==> src/ppcr_pkg.sv <==
// package: offsets, reset values, fields and fault timing of the port bank
package ppcr_pkg;

  localparam int NPORT  = 4;
  localparam int HI_LSB = 4;              // upper nibble holds the second set

  // register offsets
  localparam logic [7:0] OFS_DROP_EN  = 8'h13;
  localparam logic [7:0] OFS_SC_EN    = 8'h14;
  localparam logic [7:0] OFS_PRIO     = 8'h15;
  localparam logic [7:0] OFS_TIMING   = 8'h16;
  localparam logic [7:0] OFS_MISC     = 8'h17;
  localparam logic [7:0] OFS_PUSH_SC  = 8'h18;
  localparam logic [7:0] OFS_PUSH_PWR = 8'h19;

  // reset values
  localparam logic [7:0] RST_DROP_EN = 8'h0F;
  localparam logic [7:0] RST_ZERO    = 8'h00;
  localparam logic [7:0] RST_MISC    = 8'h80;

  // option bit positions
  localparam int MISC_IRQ_OFF   = 7;
  localparam int MISC_CAP_OFF   = 6;
  localparam int MISC_WIDE_PRIO = 4;
  localparam int MISC_CLASS_CHG = 3;
  localparam int MISC_SENSE_CHG = 2;

  // timing field positions, two bits each
  localparam int TIM_OC_LSB    = 6;
  localparam int TIM_START_LSB = 4;
  localparam int TIM_OVLD_LSB  = 2;
  localparam int TIM_DROP_LSB  = 0;

  // per-port operating modes
  typedef enum logic [1:0] {
    MODE_SHUTDOWN = 2'h0,
    MODE_MANUAL   = 2'h1,
    MODE_HOST     = 2'h2,
    MODE_AUTO     = 2'h3
  } ppcr_mode_t;

  // fault times in milliseconds
  localparam int         MS_W     = 10;
  localparam logic [9:0] T_6_MS   = 10'h006;
  localparam logic [9:0] T_10_MS  = 10'h00A;
  localparam logic [9:0] T_15_MS  = 10'h00F;
  localparam logic [9:0] T_30_MS  = 10'h01E;
  localparam logic [9:0] T_60_MS  = 10'h03C;
  localparam logic [9:0] T_90_MS  = 10'h05A;
  localparam logic [9:0] T_120_MS = 10'h078;
  localparam logic [9:0] T_180_MS = 10'h0B4;
  localparam logic [9:0] T_240_MS = 10'h0F0;
  localparam logic [9:0] T_360_MS = 10'h168;
  localparam logic [9:0] T_720_MS = 10'h2D0;

  // clock rate and the millisecond tick derived from it
  localparam int CLK_HZ    = 20000000;
  localparam int MS_PER_S  = 1000;
  localparam int MS_CYCLES = CLK_HZ / MS_PER_S;
  localparam int TICK_W    = 16;

endpackage

==> src/ppcr_fault_timer.sv <==
// millisecond fault timer with a programmable limit and a single expiry pulse
`timescale 1ns/1ps
`default_nettype none

module ppcr_fault_timer (
  input  wire logic                      i_sys_clk,
  input  wire logic                      i_reset_n,
  input  wire logic                      i_tick,
  input  wire logic                      i_run,
  input  wire logic                      i_clear,
  input  wire logic [ppcr_pkg::MS_W-1:0] i_limit,
  output logic                           o_expire
);

  logic [ppcr_pkg::MS_W-1:0] cnt_ff;
  logic                      done_ff;
  logic                      at_limit;

  assign at_limit = (cnt_ff >= i_limit);

  // count whole milliseconds while the condition lasts
  always_ff @(posedge i_sys_clk or negedge i_reset_n)
  begin
    if (!i_reset_n)
      cnt_ff <= '0;
    else if (i_clear || !i_run)
      cnt_ff <= '0;
    else if (i_tick && !at_limit)
      cnt_ff <= cnt_ff + 1'b1;
  end

  // expiry fires once per episode
  always_ff @(posedge i_sys_clk or negedge i_reset_n)
  begin
    if (!i_reset_n)
    begin
      done_ff  <= 1'b0;
      o_expire <= 1'b0;
    end
    else
    begin
      done_ff  <= i_run && !i_clear && (done_ff || at_limit);
      o_expire <= i_run && !i_clear && !done_ff && at_limit;
    end
  end
endmodule

`default_nettype wire

==> src/ppcr_port_control_regs.sv <==
// port control register bank: enables, priorities, timing, push buttons
`timescale 1ns/1ps
`default_nettype none

// Behaviour
// - drop enable 1 allows low-current disconnect; 0 keeps port powered
// - overcurrent and overload cut still remove power without drop enable
// - enable register: classify bits 7-4, sense bits 3-0; 11 runs continuous
// - enables clear on shutdown, power-off, port clear, shed, group clear
// - in manual mode, enable register writes act as push sense/classify
// - single-bit priority: priority bit 1 ports shut down on shed event
// - shed input rising with a port selected raises shed event; affected ports get power-off
// - group clear clears the shed priority bits
// - cut inhibit 1 keeps power on overload; other faults still cut
// - overload still reported as event even while cut is inhibited
// - overcurrent time: 00=60, 01=15, 10=10, 11=6 ms
// - start fault time: 00=60, 01=30, 10=120 ms; limiting port cut
// - overload time: 60, 30, 120, 240 ms; over-limit port cut
// - drop delay: 360, 90, 180, 720 ms; low-current port disconnected
// - misc bit 6: 0 enables load capacitance measure, 1 disables
// - misc bit 4: 0 single-bit priority, 1 multibit priority
// - misc bit 3: 1 reports classify complete only on change
// - misc bit 2: 1 reports sense complete only on change
// - push sense/classify: classify 7-4, sense 3-0, write-only kicks
// - push sense/classify in host or auto mode copies into enables
// - push power: off bits 7-4, on bits 3-0; 1 acts, 0 nothing
// - mode 00 shutdown, 01 manual, 10 host managed, 11 automatic
// - power-off, port clear, shed and shutdown return port to defaults
module ppcr_port_control_regs #(
  parameter int P_MS_TICK_CYCLES = ppcr_pkg::MS_CYCLES
) (
  input  wire logic       i_sys_clk,
  input  wire logic       i_reset_n,
  input  wire logic       i_wr_en,
  input  wire logic       i_rd_en,
  input  wire logic [7:0] i_addr,
  input  wire logic [7:0] i_wdata,
  input  wire logic [7:0] i_port_operating_select,
  input  wire logic [3:0] i_port_register_clear,
  input  wire logic       i_group_register_clear,
  input  wire logic       i_emergency_shed_input,
  input  wire logic [3:0] i_port_wide_priority_shed,
  input  wire logic [3:0] i_overcurrent,
  input  wire logic [3:0] i_start_limiting,
  input  wire logic [3:0] i_overload,
  input  wire logic [3:0] i_low_current,
  input  wire logic [3:0] i_power_good,
  output logic      [7:0] o_rdata,
  output logic      [3:0] o_port_low_current_drop_en,
  output logic      [3:0] o_port_sense_check_en,
  output logic      [3:0] o_port_classify_en,
  output logic      [3:0] o_port_sense_kick,
  output logic      [3:0] o_port_classify_kick,
  output logic      [3:0] o_port_push_power_on,
  output logic      [3:0] o_port_push_power_off,
  output logic      [3:0] o_port_clear,
  output logic            o_emergency_shed_event,
  output logic      [3:0] o_port_power_cut,
  output logic      [3:0] o_port_overload_flag,
  output logic            o_irq_drive_off,
  output logic            o_cap_measure_inhibit,
  output logic            o_wide_priority_sel,
  output logic            o_class_change_only,
  output logic            o_sense_change_only
);

  localparam int NP = ppcr_pkg::NPORT;
  localparam int HL = ppcr_pkg::HI_LSB;

  ////////////////////////////////////////////////////////////////////////////
  // storage
  logic [7:0]                      drop_en_ff;
  logic [7:0]                      sc_en_ff;
  logic [7:0]                      prio_ff;
  logic [7:0]                      tim_ff;
  logic [7:0]                      misc_ff;
  logic [7:0]                      kick_ff;
  logic [3:0]                      pwr_on_ff;
  logic [3:0]                      pwr_off_ff;
  logic [3:0]                      clr_ff;
  logic                            shed_evt_ff;
  logic                            shed_prev_ff;
  logic [3:0]                      cut_ff;
  logic [3:0]                      ovl_flag_ff;
  logic [7:0]                      rdata_ff;
  logic [ppcr_pkg::TICK_W-1:0]     tick_cnt_ff;
  logic                            ms_tick_ff;

  // decode and per-port control terms
  logic                            wr_drop;
  logic                            wr_sc;
  logic                            wr_prio;
  logic                            wr_tim;
  logic                            wr_misc;
  logic                            wr_psc;
  logic                            wr_ppwr;
  logic [3:0]                      is_sd;
  logic [3:0]                      is_man;
  logic [3:0]                      is_ha;
  logic                            shed_rise;
  logic [3:0]                      shed_off;
  logic [3:0]                      push_off;
  logic [3:0]                      clr;
  logic [ppcr_pkg::MS_W-1:0]       oc_ms;
  logic [ppcr_pkg::MS_W-1:0]       st_ms;
  logic [ppcr_pkg::MS_W-1:0]       ov_ms;
  logic [ppcr_pkg::MS_W-1:0]       dr_ms;
  logic [3:0]                      oc_exp;
  logic [3:0]                      st_exp;
  logic [3:0]                      ov_exp;
  logic [3:0]                      dr_exp;

  ////////////////////////////////////////////////////////////////////////////
  // address decode
  assign wr_drop = i_wr_en && (i_addr == ppcr_pkg::OFS_DROP_EN);
  assign wr_sc   = i_wr_en && (i_addr == ppcr_pkg::OFS_SC_EN);
  assign wr_prio = i_wr_en && (i_addr == ppcr_pkg::OFS_PRIO);
  assign wr_tim  = i_wr_en && (i_addr == ppcr_pkg::OFS_TIMING);
  assign wr_misc = i_wr_en && (i_addr == ppcr_pkg::OFS_MISC);
  assign wr_psc  = i_wr_en && (i_addr == ppcr_pkg::OFS_PUSH_SC);
  assign wr_ppwr = i_wr_en && (i_addr == ppcr_pkg::OFS_PUSH_PWR);

  // mode decode per port
  genvar gp;
  generate
    for (gp = 0; gp < NP; gp++)
    begin : g_mode
      ppcr_pkg::ppcr_mode_t md;
      assign md = ppcr_pkg::ppcr_mode_t'(i_port_operating_select[2*gp +: 2]);
      assign is_sd[gp]  = (md == ppcr_pkg::MODE_SHUTDOWN);
      assign is_man[gp] = (md == ppcr_pkg::MODE_MANUAL);
      assign is_ha[gp]  = (md == ppcr_pkg::MODE_HOST) ||
                          (md == ppcr_pkg::MODE_AUTO);
    end
  endgenerate

  // emergency shed selection and per-port clear sources
  assign shed_rise = i_emergency_shed_input && !shed_prev_ff;
  assign shed_off  = shed_rise ? (misc_ff[ppcr_pkg::MISC_WIDE_PRIO]
                                  ? i_port_wide_priority_shed
                                  : prio_ff[HL +: NP]) : 4'h0;
  assign push_off  = wr_ppwr ? i_wdata[HL +: NP] : 4'h0;
  assign clr       = is_sd | push_off | i_port_register_clear | shed_off
                   | {NP{i_group_register_clear}};

  ////////////////////////////////////////////////////////////////////////////
  // millisecond tick for the fault timers
  always_ff @(posedge i_sys_clk or negedge i_reset_n)
  begin
    if (!i_reset_n)
    begin
      tick_cnt_ff <= '0;
      ms_tick_ff  <= 1'b0;
    end
    else if (tick_cnt_ff == ppcr_pkg::TICK_W'(P_MS_TICK_CYCLES - 1))
    begin
      tick_cnt_ff <= '0;
      ms_tick_ff  <= 1'b1;
    end
    else
    begin
      tick_cnt_ff <= tick_cnt_ff + 1'b1;
      ms_tick_ff  <= 1'b0;
    end
  end

  // drop enable, whole-bank reset only
  always_ff @(posedge i_sys_clk or negedge i_reset_n)
  begin
    if (!i_reset_n)
      drop_en_ff <= ppcr_pkg::RST_DROP_EN;
    else if (i_group_register_clear)
      drop_en_ff <= ppcr_pkg::RST_DROP_EN;
    else if (wr_drop)
      drop_en_ff <= {4'h0, i_wdata[NP-1:0]};
  end

  // sense/classify enables: cleared by port events, written in host/auto
  always_ff @(posedge i_sys_clk or negedge i_reset_n)
  begin
    if (!i_reset_n)
      sc_en_ff <= ppcr_pkg::RST_ZERO;
    else
    begin
      for (int n = 0; n < NP; n++)
      begin
        if (clr[n])
        begin
          sc_en_ff[n]      <= 1'b0;
          sc_en_ff[n + HL] <= 1'b0;
        end
        else if ((wr_sc || wr_psc) && is_ha[n])
        begin
          sc_en_ff[n]      <= i_wdata[n];
          sc_en_ff[n + HL] <= i_wdata[n + HL];
        end
      end
    end
  end

  // shed priority and overload cut inhibit
  always_ff @(posedge i_sys_clk or negedge i_reset_n)
  begin
    if (!i_reset_n)
      prio_ff <= ppcr_pkg::RST_ZERO;
    else if (i_group_register_clear)
      prio_ff <= ppcr_pkg::RST_ZERO;
    else if (wr_prio)
      prio_ff <= i_wdata;
  end

  // quad-wide timing and options
  always_ff @(posedge i_sys_clk or negedge i_reset_n)
  begin
    if (!i_reset_n)
    begin
      tim_ff  <= ppcr_pkg::RST_ZERO;
      misc_ff <= ppcr_pkg::RST_MISC;
    end
    else if (i_group_register_clear)
    begin
      tim_ff  <= ppcr_pkg::RST_ZERO;
      misc_ff <= ppcr_pkg::RST_MISC;
    end
    else
    begin
      if (wr_tim)
        tim_ff <= i_wdata;
      if (wr_misc)
        misc_ff <= i_wdata & 8'hDC;  // bits 5, 1 and 0 unused, read zero
    end
  end

  // push and shed strobes, one cycle each, never stored; port clear lasts as long as its sources
  always_ff @(posedge i_sys_clk or negedge i_reset_n)
  begin
    if (!i_reset_n)
    begin
      kick_ff      <= ppcr_pkg::RST_ZERO;
      pwr_on_ff    <= 4'h0;
      pwr_off_ff   <= 4'h0;
      clr_ff       <= 4'h0;
      shed_evt_ff  <= 1'b0;
      shed_prev_ff <= 1'b0;
    end
    else
    begin
      kick_ff      <= (wr_sc || wr_psc) ? (i_wdata & {is_man, is_man})
                                        : ppcr_pkg::RST_ZERO;
      pwr_on_ff    <= wr_ppwr ? i_wdata[NP-1:0] : 4'h0;
      pwr_off_ff   <= push_off | shed_off;
      clr_ff       <= clr;
      shed_evt_ff  <= |shed_off;
      shed_prev_ff <= i_emergency_shed_input;
    end
  end

  ////////////////////////////////////////////////////////////////////////////
  // time selections, shared by all ports
  always_comb
  begin
    unique case (tim_ff[ppcr_pkg::TIM_OC_LSB +: 2])
      2'h0: oc_ms = ppcr_pkg::T_60_MS;
      2'h1: oc_ms = ppcr_pkg::T_15_MS;
      2'h2: oc_ms = ppcr_pkg::T_10_MS;
      2'h3: oc_ms = ppcr_pkg::T_6_MS;
    endcase
    unique case (tim_ff[ppcr_pkg::TIM_START_LSB +: 2])
      2'h0: st_ms = ppcr_pkg::T_60_MS;
      2'h1: st_ms = ppcr_pkg::T_30_MS;
      2'h2: st_ms = ppcr_pkg::T_120_MS;
      2'h3: st_ms = ppcr_pkg::T_60_MS;  // reserved code, falls back to 60
    endcase
    unique case (tim_ff[ppcr_pkg::TIM_OVLD_LSB +: 2])
      2'h0: ov_ms = ppcr_pkg::T_60_MS;
      2'h1: ov_ms = ppcr_pkg::T_30_MS;
      2'h2: ov_ms = ppcr_pkg::T_120_MS;
      2'h3: ov_ms = ppcr_pkg::T_240_MS;
    endcase
    unique case (tim_ff[ppcr_pkg::TIM_DROP_LSB +: 2])
      2'h0: dr_ms = ppcr_pkg::T_360_MS;
      2'h1: dr_ms = ppcr_pkg::T_90_MS;
      2'h2: dr_ms = ppcr_pkg::T_180_MS;
      2'h3: dr_ms = ppcr_pkg::T_720_MS;
    endcase
  end

  // four fault timers per port
  generate
    for (gp = 0; gp < NP; gp++)
    begin : g_port
      ppcr_fault_timer u_oc (
        .i_sys_clk (i_sys_clk),
        .i_reset_n (i_reset_n),
        .i_tick    (ms_tick_ff),
        .i_run     (i_overcurrent[gp]),
        .i_clear   (clr[gp]),
        .i_limit   (oc_ms),
        .o_expire  (oc_exp[gp])
      );
      ppcr_fault_timer u_st (
        .i_sys_clk (i_sys_clk),
        .i_reset_n (i_reset_n),
        .i_tick    (ms_tick_ff),
        .i_run     (i_start_limiting[gp]),
        .i_clear   (clr[gp]),
        .i_limit   (st_ms),
        .o_expire  (st_exp[gp])
      );
      ppcr_fault_timer u_ov (
        .i_sys_clk (i_sys_clk),
        .i_reset_n (i_reset_n),
        .i_tick    (ms_tick_ff),
        .i_run     (i_overload[gp] && i_power_good[gp]),
        .i_clear   (clr[gp]),
        .i_limit   (ov_ms),
        .o_expire  (ov_exp[gp])
      );
      ppcr_fault_timer u_dr (
        .i_sys_clk (i_sys_clk),
        .i_reset_n (i_reset_n),
        .i_tick    (ms_tick_ff),
        .i_run     (i_low_current[gp] && i_power_good[gp]
                    && drop_en_ff[gp]),
        .i_clear   (clr[gp]),
        .i_limit   (dr_ms),
        .o_expire  (dr_exp[gp])
      );
    end
  endgenerate

  // cut requests and overload events
  always_ff @(posedge i_sys_clk or negedge i_reset_n)
  begin
    if (!i_reset_n)
    begin
      cut_ff      <= 4'h0;
      ovl_flag_ff <= 4'h0;
    end
    else
    begin
      cut_ff      <= oc_exp | st_exp | dr_exp
                   | (ov_exp & ~prio_ff[NP-1:0]);
      ovl_flag_ff <= ov_exp;
    end
  end

  // read data; push registers read as zero
  always_ff @(posedge i_sys_clk or negedge i_reset_n)
  begin
    if (!i_reset_n)
      rdata_ff <= ppcr_pkg::RST_ZERO;
    else if (i_rd_en)
    begin
      unique case (i_addr)
        ppcr_pkg::OFS_DROP_EN: rdata_ff <= drop_en_ff;
        ppcr_pkg::OFS_SC_EN:   rdata_ff <= sc_en_ff;
        ppcr_pkg::OFS_PRIO:    rdata_ff <= prio_ff;
        ppcr_pkg::OFS_TIMING:  rdata_ff <= tim_ff;
        ppcr_pkg::OFS_MISC:    rdata_ff <= misc_ff;
        default:               rdata_ff <= ppcr_pkg::RST_ZERO;
      endcase
    end
  end

  ////////////////////////////////////////////////////////////////////////////
  // outputs
  assign o_rdata                    = rdata_ff;
  assign o_port_low_current_drop_en = drop_en_ff[NP-1:0];
  assign o_port_sense_check_en      = sc_en_ff[NP-1:0];
  assign o_port_classify_en         = sc_en_ff[HL +: NP];
  assign o_port_sense_kick          = kick_ff[NP-1:0];
  assign o_port_classify_kick       = kick_ff[HL +: NP];
  assign o_port_push_power_on       = pwr_on_ff;
  assign o_port_push_power_off      = pwr_off_ff;
  assign o_port_clear               = clr_ff;
  assign o_emergency_shed_event     = shed_evt_ff;
  assign o_port_power_cut           = cut_ff;
  assign o_port_overload_flag       = ovl_flag_ff;
  assign o_irq_drive_off       = misc_ff[ppcr_pkg::MISC_IRQ_OFF];
  assign o_cap_measure_inhibit = misc_ff[ppcr_pkg::MISC_CAP_OFF];
  assign o_wide_priority_sel   = misc_ff[ppcr_pkg::MISC_WIDE_PRIO];
  assign o_class_change_only   = misc_ff[ppcr_pkg::MISC_CLASS_CHG];
  assign o_sense_change_only   = misc_ff[ppcr_pkg::MISC_SENSE_CHG];
endmodule

`default_nettype wire

==> config.mk <==
export PLATFORM = sky130hd
export DESIGN_NAME = ppcr_port_control_regs
export DESIGN_NICKNAME = d
export VERILOG_FILES = /design/src/ppcr_pkg.sv /design/src/ppcr_fault_timer.sv /design/src/ppcr_port_control_regs.sv
export SDC_FILE = /design/constraint.sdc
export NUM_CORES = 1
export LEC_CHECK = 0
export ABC_AREA = 0
export BUFFER_PORTS_ARGS = -buffer_cell sky130_fd_sc_hd__buf_2
export CAP_MARGIN = 20
export CORE_MARGIN = 1
export CORE_UTILIZATION = 25
export CTS_BUF_LIST = sky130_fd_sc_hd__clkbuf_8 sky130_fd_sc_hd__clkbuf_16
export CTS_CLUSTER_DIAMETER = 80
export DETAILED_ROUTE_END_ITERATION = 8
export GPL_TIMING_DRIVEN = 0
export HOLD_SLACK_MARGIN = 0.03
export SLEW_MARGIN = 40
export SYNTH_ARGS = -nofsm -noshare
export SYNTH_HDL_FRONTEND = slang
export SYNTH_SLANG_ARGS = --single-unit
==> constraint.sdc <==
create_clock -name i_sys_clk -period 4.13 [get_ports i_sys_clk]
set_input_delay 0.826 -clock i_sys_clk [delete_from_list [all_inputs] [get_ports i_sys_clk]]
set_output_delay 0.826 -clock i_sys_clk [all_outputs]
set_load 0.02 [all_outputs]
Word level (Yosys, flattened, before mapping) --
Cells that the tools add are included.
Storage, ports and cells: output and inout bits 54, logic and storage cells 439, bits in registers 287, input bits 58
Operators by class: bitwise logic cells 11, equality and inequality tests 32, add/subtract/negate cells 17, multiplexer cells 68, reductions and logical operators 228, order comparisons 16
Operator list (count):
- $mux W10 | 32
- $add A10 B1 Y10 const B | 16
- $ge A10 B10 Y1 | 16
- $pmux W10 S4 | 3
- $logic_and A1 B1 Y1 | 104
- $mux W8 | 9
- $eq A8 B5 Y1 const B | 7
- $logic_not A1 Y1 | 53
- $reduce_bool A2 Y1 | 24
- $pmux W8 S5 | 1
- $logic_or A1 B1 Y1 | 37
- $eq A2 B2 Y1 const B | 16
- $or A4 B4 Y4 | 8
- $pmux W10 S3 | 1
- $mux W1 | 17
- $add A16 B1 Y16 const B | 1
- $eq A16 B15 Y1 const B | 1
- $eq A2 B1 Y1 const B | 8
- $logic_not A2 Y1 | 8
- $mux W16 | 1
- $mux W4 | 4
- $and A8 B8 Y8 | 1
- $and A4 B4 Y4 | 1
- $not A4 Y4 | 1
- other kinds (2) | 2

Longest topological paths before layout --
word-level depth 11, mapped depth 13, mapped depth without buffers 10

Modules after synthesis --
From an unflattened synthesis, not the netlist that was laid out.
Unflattened totals: cell total of the unflattened synthesis 2025, area total of the unflattened synthesis 19346.1 um2
Modules (own cells, without submodules):
- ppcr_fault_timer | area each 953.4 um2, cells each 103, sequential area each 300.3 um2, instances 16
- ppcr_port_control_regs | area each 4091.4 um2, cells each 377, sequential area each 2208.4 um2, instances 1

Worst setup path before layout --
OpenSTA, ideal clock, no wires.
kind flip-flop to flip-flop, from register tim_ff[0], to register g_port[3].u_dr.cnt_ff[2] (netlist bit), arrival 2.789 ns, setup time 0.078 ns, required time 4.052 ns, buffers on the path 2, clock period less this slack 2.866 ns, stages on the path, launching flop included 11, slack 1.264 ns, cell sequence dfrtp_1 clkbuf_1 nand2b_1 ha_1 and3b_1 or3_1 a221oi_1 a311oi_1 buf_2 or3_1 a21oi_1
Between the ends: cells in the longest elaborated chain, start to end 6, elaborated cells between the ends (all ways) 9, those cells by class order compare (1); eq/ne (3); mux (1); reduce/logical (4)
RTL lines:
- start, declared | line ppcr_port_control_regs.sv:75 | logic [7:0] tim_ff;
- start signal, assigned | line ppcr_port_control_regs.sv:217 | tim_ff <= ppcr_pkg::RST_ZERO;
- start signal, assigned | line ppcr_port_control_regs.sv:222 | tim_ff <= ppcr_pkg::RST_ZERO;
- start signal, assigned | line ppcr_port_control_regs.sv:228 | tim_ff <= i_wdata;
- $eq A2 B2 Y1, or another cell as far along | line ppcr_port_control_regs.sv:280 | unique case (tim_ff[ppcr_pkg::TIM_DROP_LSB +: 2])
- $pmux W10 S4 * | line ppcr_port_control_regs.sv:280
- $ge A10 B10 Y1 * | line ppcr_fault_timer.sv:19 | assign at_limit = (cnt_ff >= i_limit);
- $logic_not A1 Y1 * | line ppcr_fault_timer.sv:28 | else if (i_tick && !at_limit)
- $logic_and A1 B1 Y1 * | line ppcr_fault_timer.sv:28
- $reduce_bool A2 Y1 (no source line) *
- end signal, assigned | line ppcr_fault_timer.sv:29 | cnt_ff <= cnt_ff + 1'b1;
- end, declared | line ppcr_fault_timer.sv:15 | logic [ppcr_pkg::MS_W-1:0] cnt_ff;
Every way passes the cells marked *; elsewhere a longest branch is shown, timed or not. The select of a mux whose other input is x is not followed. A chain may end at the register's enable or synchronous reset.

Worst setup path after layout --
Ends and elaborated chain as after synthesis.

==> impl_results.md <==
- Vias: 11500
- Die area: 59800 um^2
- Via density: 4.79
- H-tree lvl count: 2
- Initial antenna violation count: 4
- CP Launch Type: flip-flop
- Setup TNS: 0 ns
- Cell taking the most area after synthesis: dfrtp_1
- Port bufs: 108
- Area Growth Syn to Fin: 19.4%
- Total congestion overflow: 0
- Syn nets: 1624
- CTS-repair resized insts: 0
- Crit path max fanout: 10
- CTS tree: built
- Synth Cell Area: 14700 um^2
- TritonRoute pass-1 iters: 5
- Synth top area cells: dfrtp_1, ha_1, nor2_1
- Ports: 112
- Final Critical Period: 3.70 ns
- Worst R2R Path Depth: 10
- Number of max-cap violations: 0
- Top cells by instance count after synthesis: dfrtp_1, nor2_1, ha_1
- Critical Path RT: 4.58 ns
- Clock Sinks: 280
- Synth top area share: 46.8%
- Worst path cell trace: clkbuf_1, nand2b_1, ha_1, and3b_1, or3_1, a221oi_1, a311oi_1, buf_2, or3_1, a21oi_1
- Gp weighted congestion: 0.839
- Post-cts hold buffer count: 0
- VDD IR-drop max: 239 uV
- Largest stage delay on the critical path: 0.57 ns
- Core area: 57900 um^2
- Post-Place Setup Slack: 0.318 ns
- Reg-to-reg endpoint: g_port[3].u_dr.cnt_ff[2]
- Max Root-Sink Buffers: 3
- Post-Route WL: 40000 um
- DIE HEIGHT: 245 um
- Worst slew pin tran: 0.772 ns
- Die X: 245 um
- Crit end category: flip-flop
- Gate Count Post-Synth: 1461
- Worst path arrival time: 4.15 ns
- Post-synthesis async set-or-reset flop share: 100%
- Hold Crit Class: in2async
- Hold Slack: 0.147 ns
- Final Setup Violations: 0
- # diodes: 0
- RSZ-0062 raised after global routing: no
- #FFs+latches synth: 280
- Final Hold Viols: 0
- Avg Inst Size Synth: 10.1 um^2
- Tcrit/Tclk final: 89.6%
- Row count: 88
- Tot Pwr: 6.10 mW
- DRC Markers: 0
- Netlist cell types: 75
- Layout cells sized above 1: 13.9%
- Total global-route track usage: 13.4%
- Clock-pin slew on the worst setup and hold paths: 0.06 ns
- Setup Buffers After CTS: 0
- Avg WL per Cell: 16.7 um
- Top_reg_cell synth: dfrtp_1
- HPWL Detailed: 29600 um
- First-pass GRT wire length: 63500 um
- Count leader, synth: dfrtp_1
- Most used cell, CP: or3_1
- PnR worst setup slack: 0.431 ns
- Lkg Pwr: 8.07 nW
- Max Fclk: 270 MHz
- Initial Utilization: 25.4%
- EDFF count, synth: 0
- Power Dens Cells: 348 nW/um^2
- Worst slew margin: 48.4%
- Detailed Route Iter0 Violations: 844
- Layout Nets: 1772
- Post-route antenna net violation count: 0
- Clock latency on the worst-skew pair: 0.53 ns
- Slew Viols, Final: 0
- Worst Setup EP: g_port[3].u_dr.cnt_ff[2]
- Number of global-route vias before repair: 11500
- Worst R2R Setup Slack: 0.43 ns
- Slowest cell on the critical path: dfrtp_1
- Total CTS buffers: 34
- Status: finished, final reports clean
- Largest net degree at the start of global routing: 75
- CTS root buffer: clkbuf_16
- Seq/Total Area, Yosys: 47.7%
- Worst Skew: 0.0139 ns
- RR Startpoint: tim_ff[0]
- Crit Path Class: reg2reg
- Ys Warns: 0
- Critical path origin: tim_ff[0]
-- flip-flops by register name (all words and copies together), names as in the netlist, 5 cells and up --
| signal | count |
|---|---|
| g_port.u_dr.cnt_ff | 40 |
| g_port.u_oc.cnt_ff | 40 |
| g_port.u_ov.cnt_ff | 40 |
| g_port.u_st.cnt_ff | 40 |
| kick_ff | 8 |
| misc_ff | 5 |
| o_rdata | 8 |
| prio_ff | 8 |
| sc_en_ff | 8 |
| tick_cnt_ff | 16 |
| tim_ff | 8 |
-- worst min path at each step --
stage / startpoint / cells after the start / slack [ns] / end
after floorplan: g_port[0].u_ov.o_expire / 0 / 0.35 / o_port_overload_flag[0]
after global placement: g_port[2].u_ov.o_expire / 0 / 0.37 / o_port_overload_flag[2]
after detailed placement: g_port[2].u_ov.o_expire / 0 / 0.37 / o_port_overload_flag[2]
after CTS: i_reset_n / 1 / 0.12 / g_port[0].u_st.cnt_ff[7]
after global routing: i_reset_n / 1 / 0.13 / g_port[0].u_st.cnt_ff[9]
final: i_reset_n / 1 / 0.15 / g_port[2].u_st.cnt_ff[2]
-- final cells by class --
cell class | count | area [um^2]
plain buffers | 36 | 184
clock buffers | 39 | 931
clock inverters | 19 | 246
fillers | 6039 | 40400
inverters | 67 | 251
multi-input cells | 1078 | 7310
flip-flops and latches | 280 | 7010
well taps | 765 | 957
repair buffers | 112 | 661
-- worst max-delay path: cells and delay by family, from the launching register on --
family / cells / cell delay, ns
simple gates: 4 / 1.23
fa+ha+maj: 1 / 0.30
flops: 1 / 0.57
compound gates: 3 / 0.79
buf+inv: 2 / 0.73
-- layout by cell type, fill, tap and decap left out, drive strengths merged, types with 43 or more instances in the layout --
cell / n
dfrtp: 275
nor2: 201
buf: 131
ha: 105
nand2: 85
inv: 75
a21oi: 67
nand3: 57
clkbuf: 56
xnor2: 55
and3: 53
xor2: 46
o21ai: 45
mux2i: 43
-- where the power goes --
part	leakage, nW	total [mW]	internal (mW)	switching [mW]
Combinational	3.60	0.191	0.0497	0.141
Sequential	3.86	2.75	2.75	0.00153
Clock	0.603	3.16	1.98	1.18
-- logic make-up after synthesis --
logic type	Yosys count	share of synthesized area [%]
compound gates	219	9.94
xor+xnor	101	6.02
fa+ha+maj	109	9.24
buf+inv	103	2.95
flops	280	47.7
mux	49	3.39
simple gates	600	20.8
-- metrics by stage --
stage / cell area (um^2) / utilization, % / cells
6_report: 17600 / 30.3 / 2396
5_1_grt: 17600 / 30.3 / 2396
3_3_place_gp: 16200 / 28.0 / 2334
4_1_cts: 17500 / 30.3 / 2396
3_5_place_dp: 16400 / 28.2 / 2338
2_1_floorplan: 14700 / - / 1461
-- routing by layer --
metal  vias up  wire, um  GRT usage (%)
li1       5476         -              -
met1      5669     18300           17.9
met2       276     18200           21.5
met3        55      2800           3.45
met4         6       724           3.29
met5         -        42              0
No activity file was read; power rests on OpenSTA's default activity.
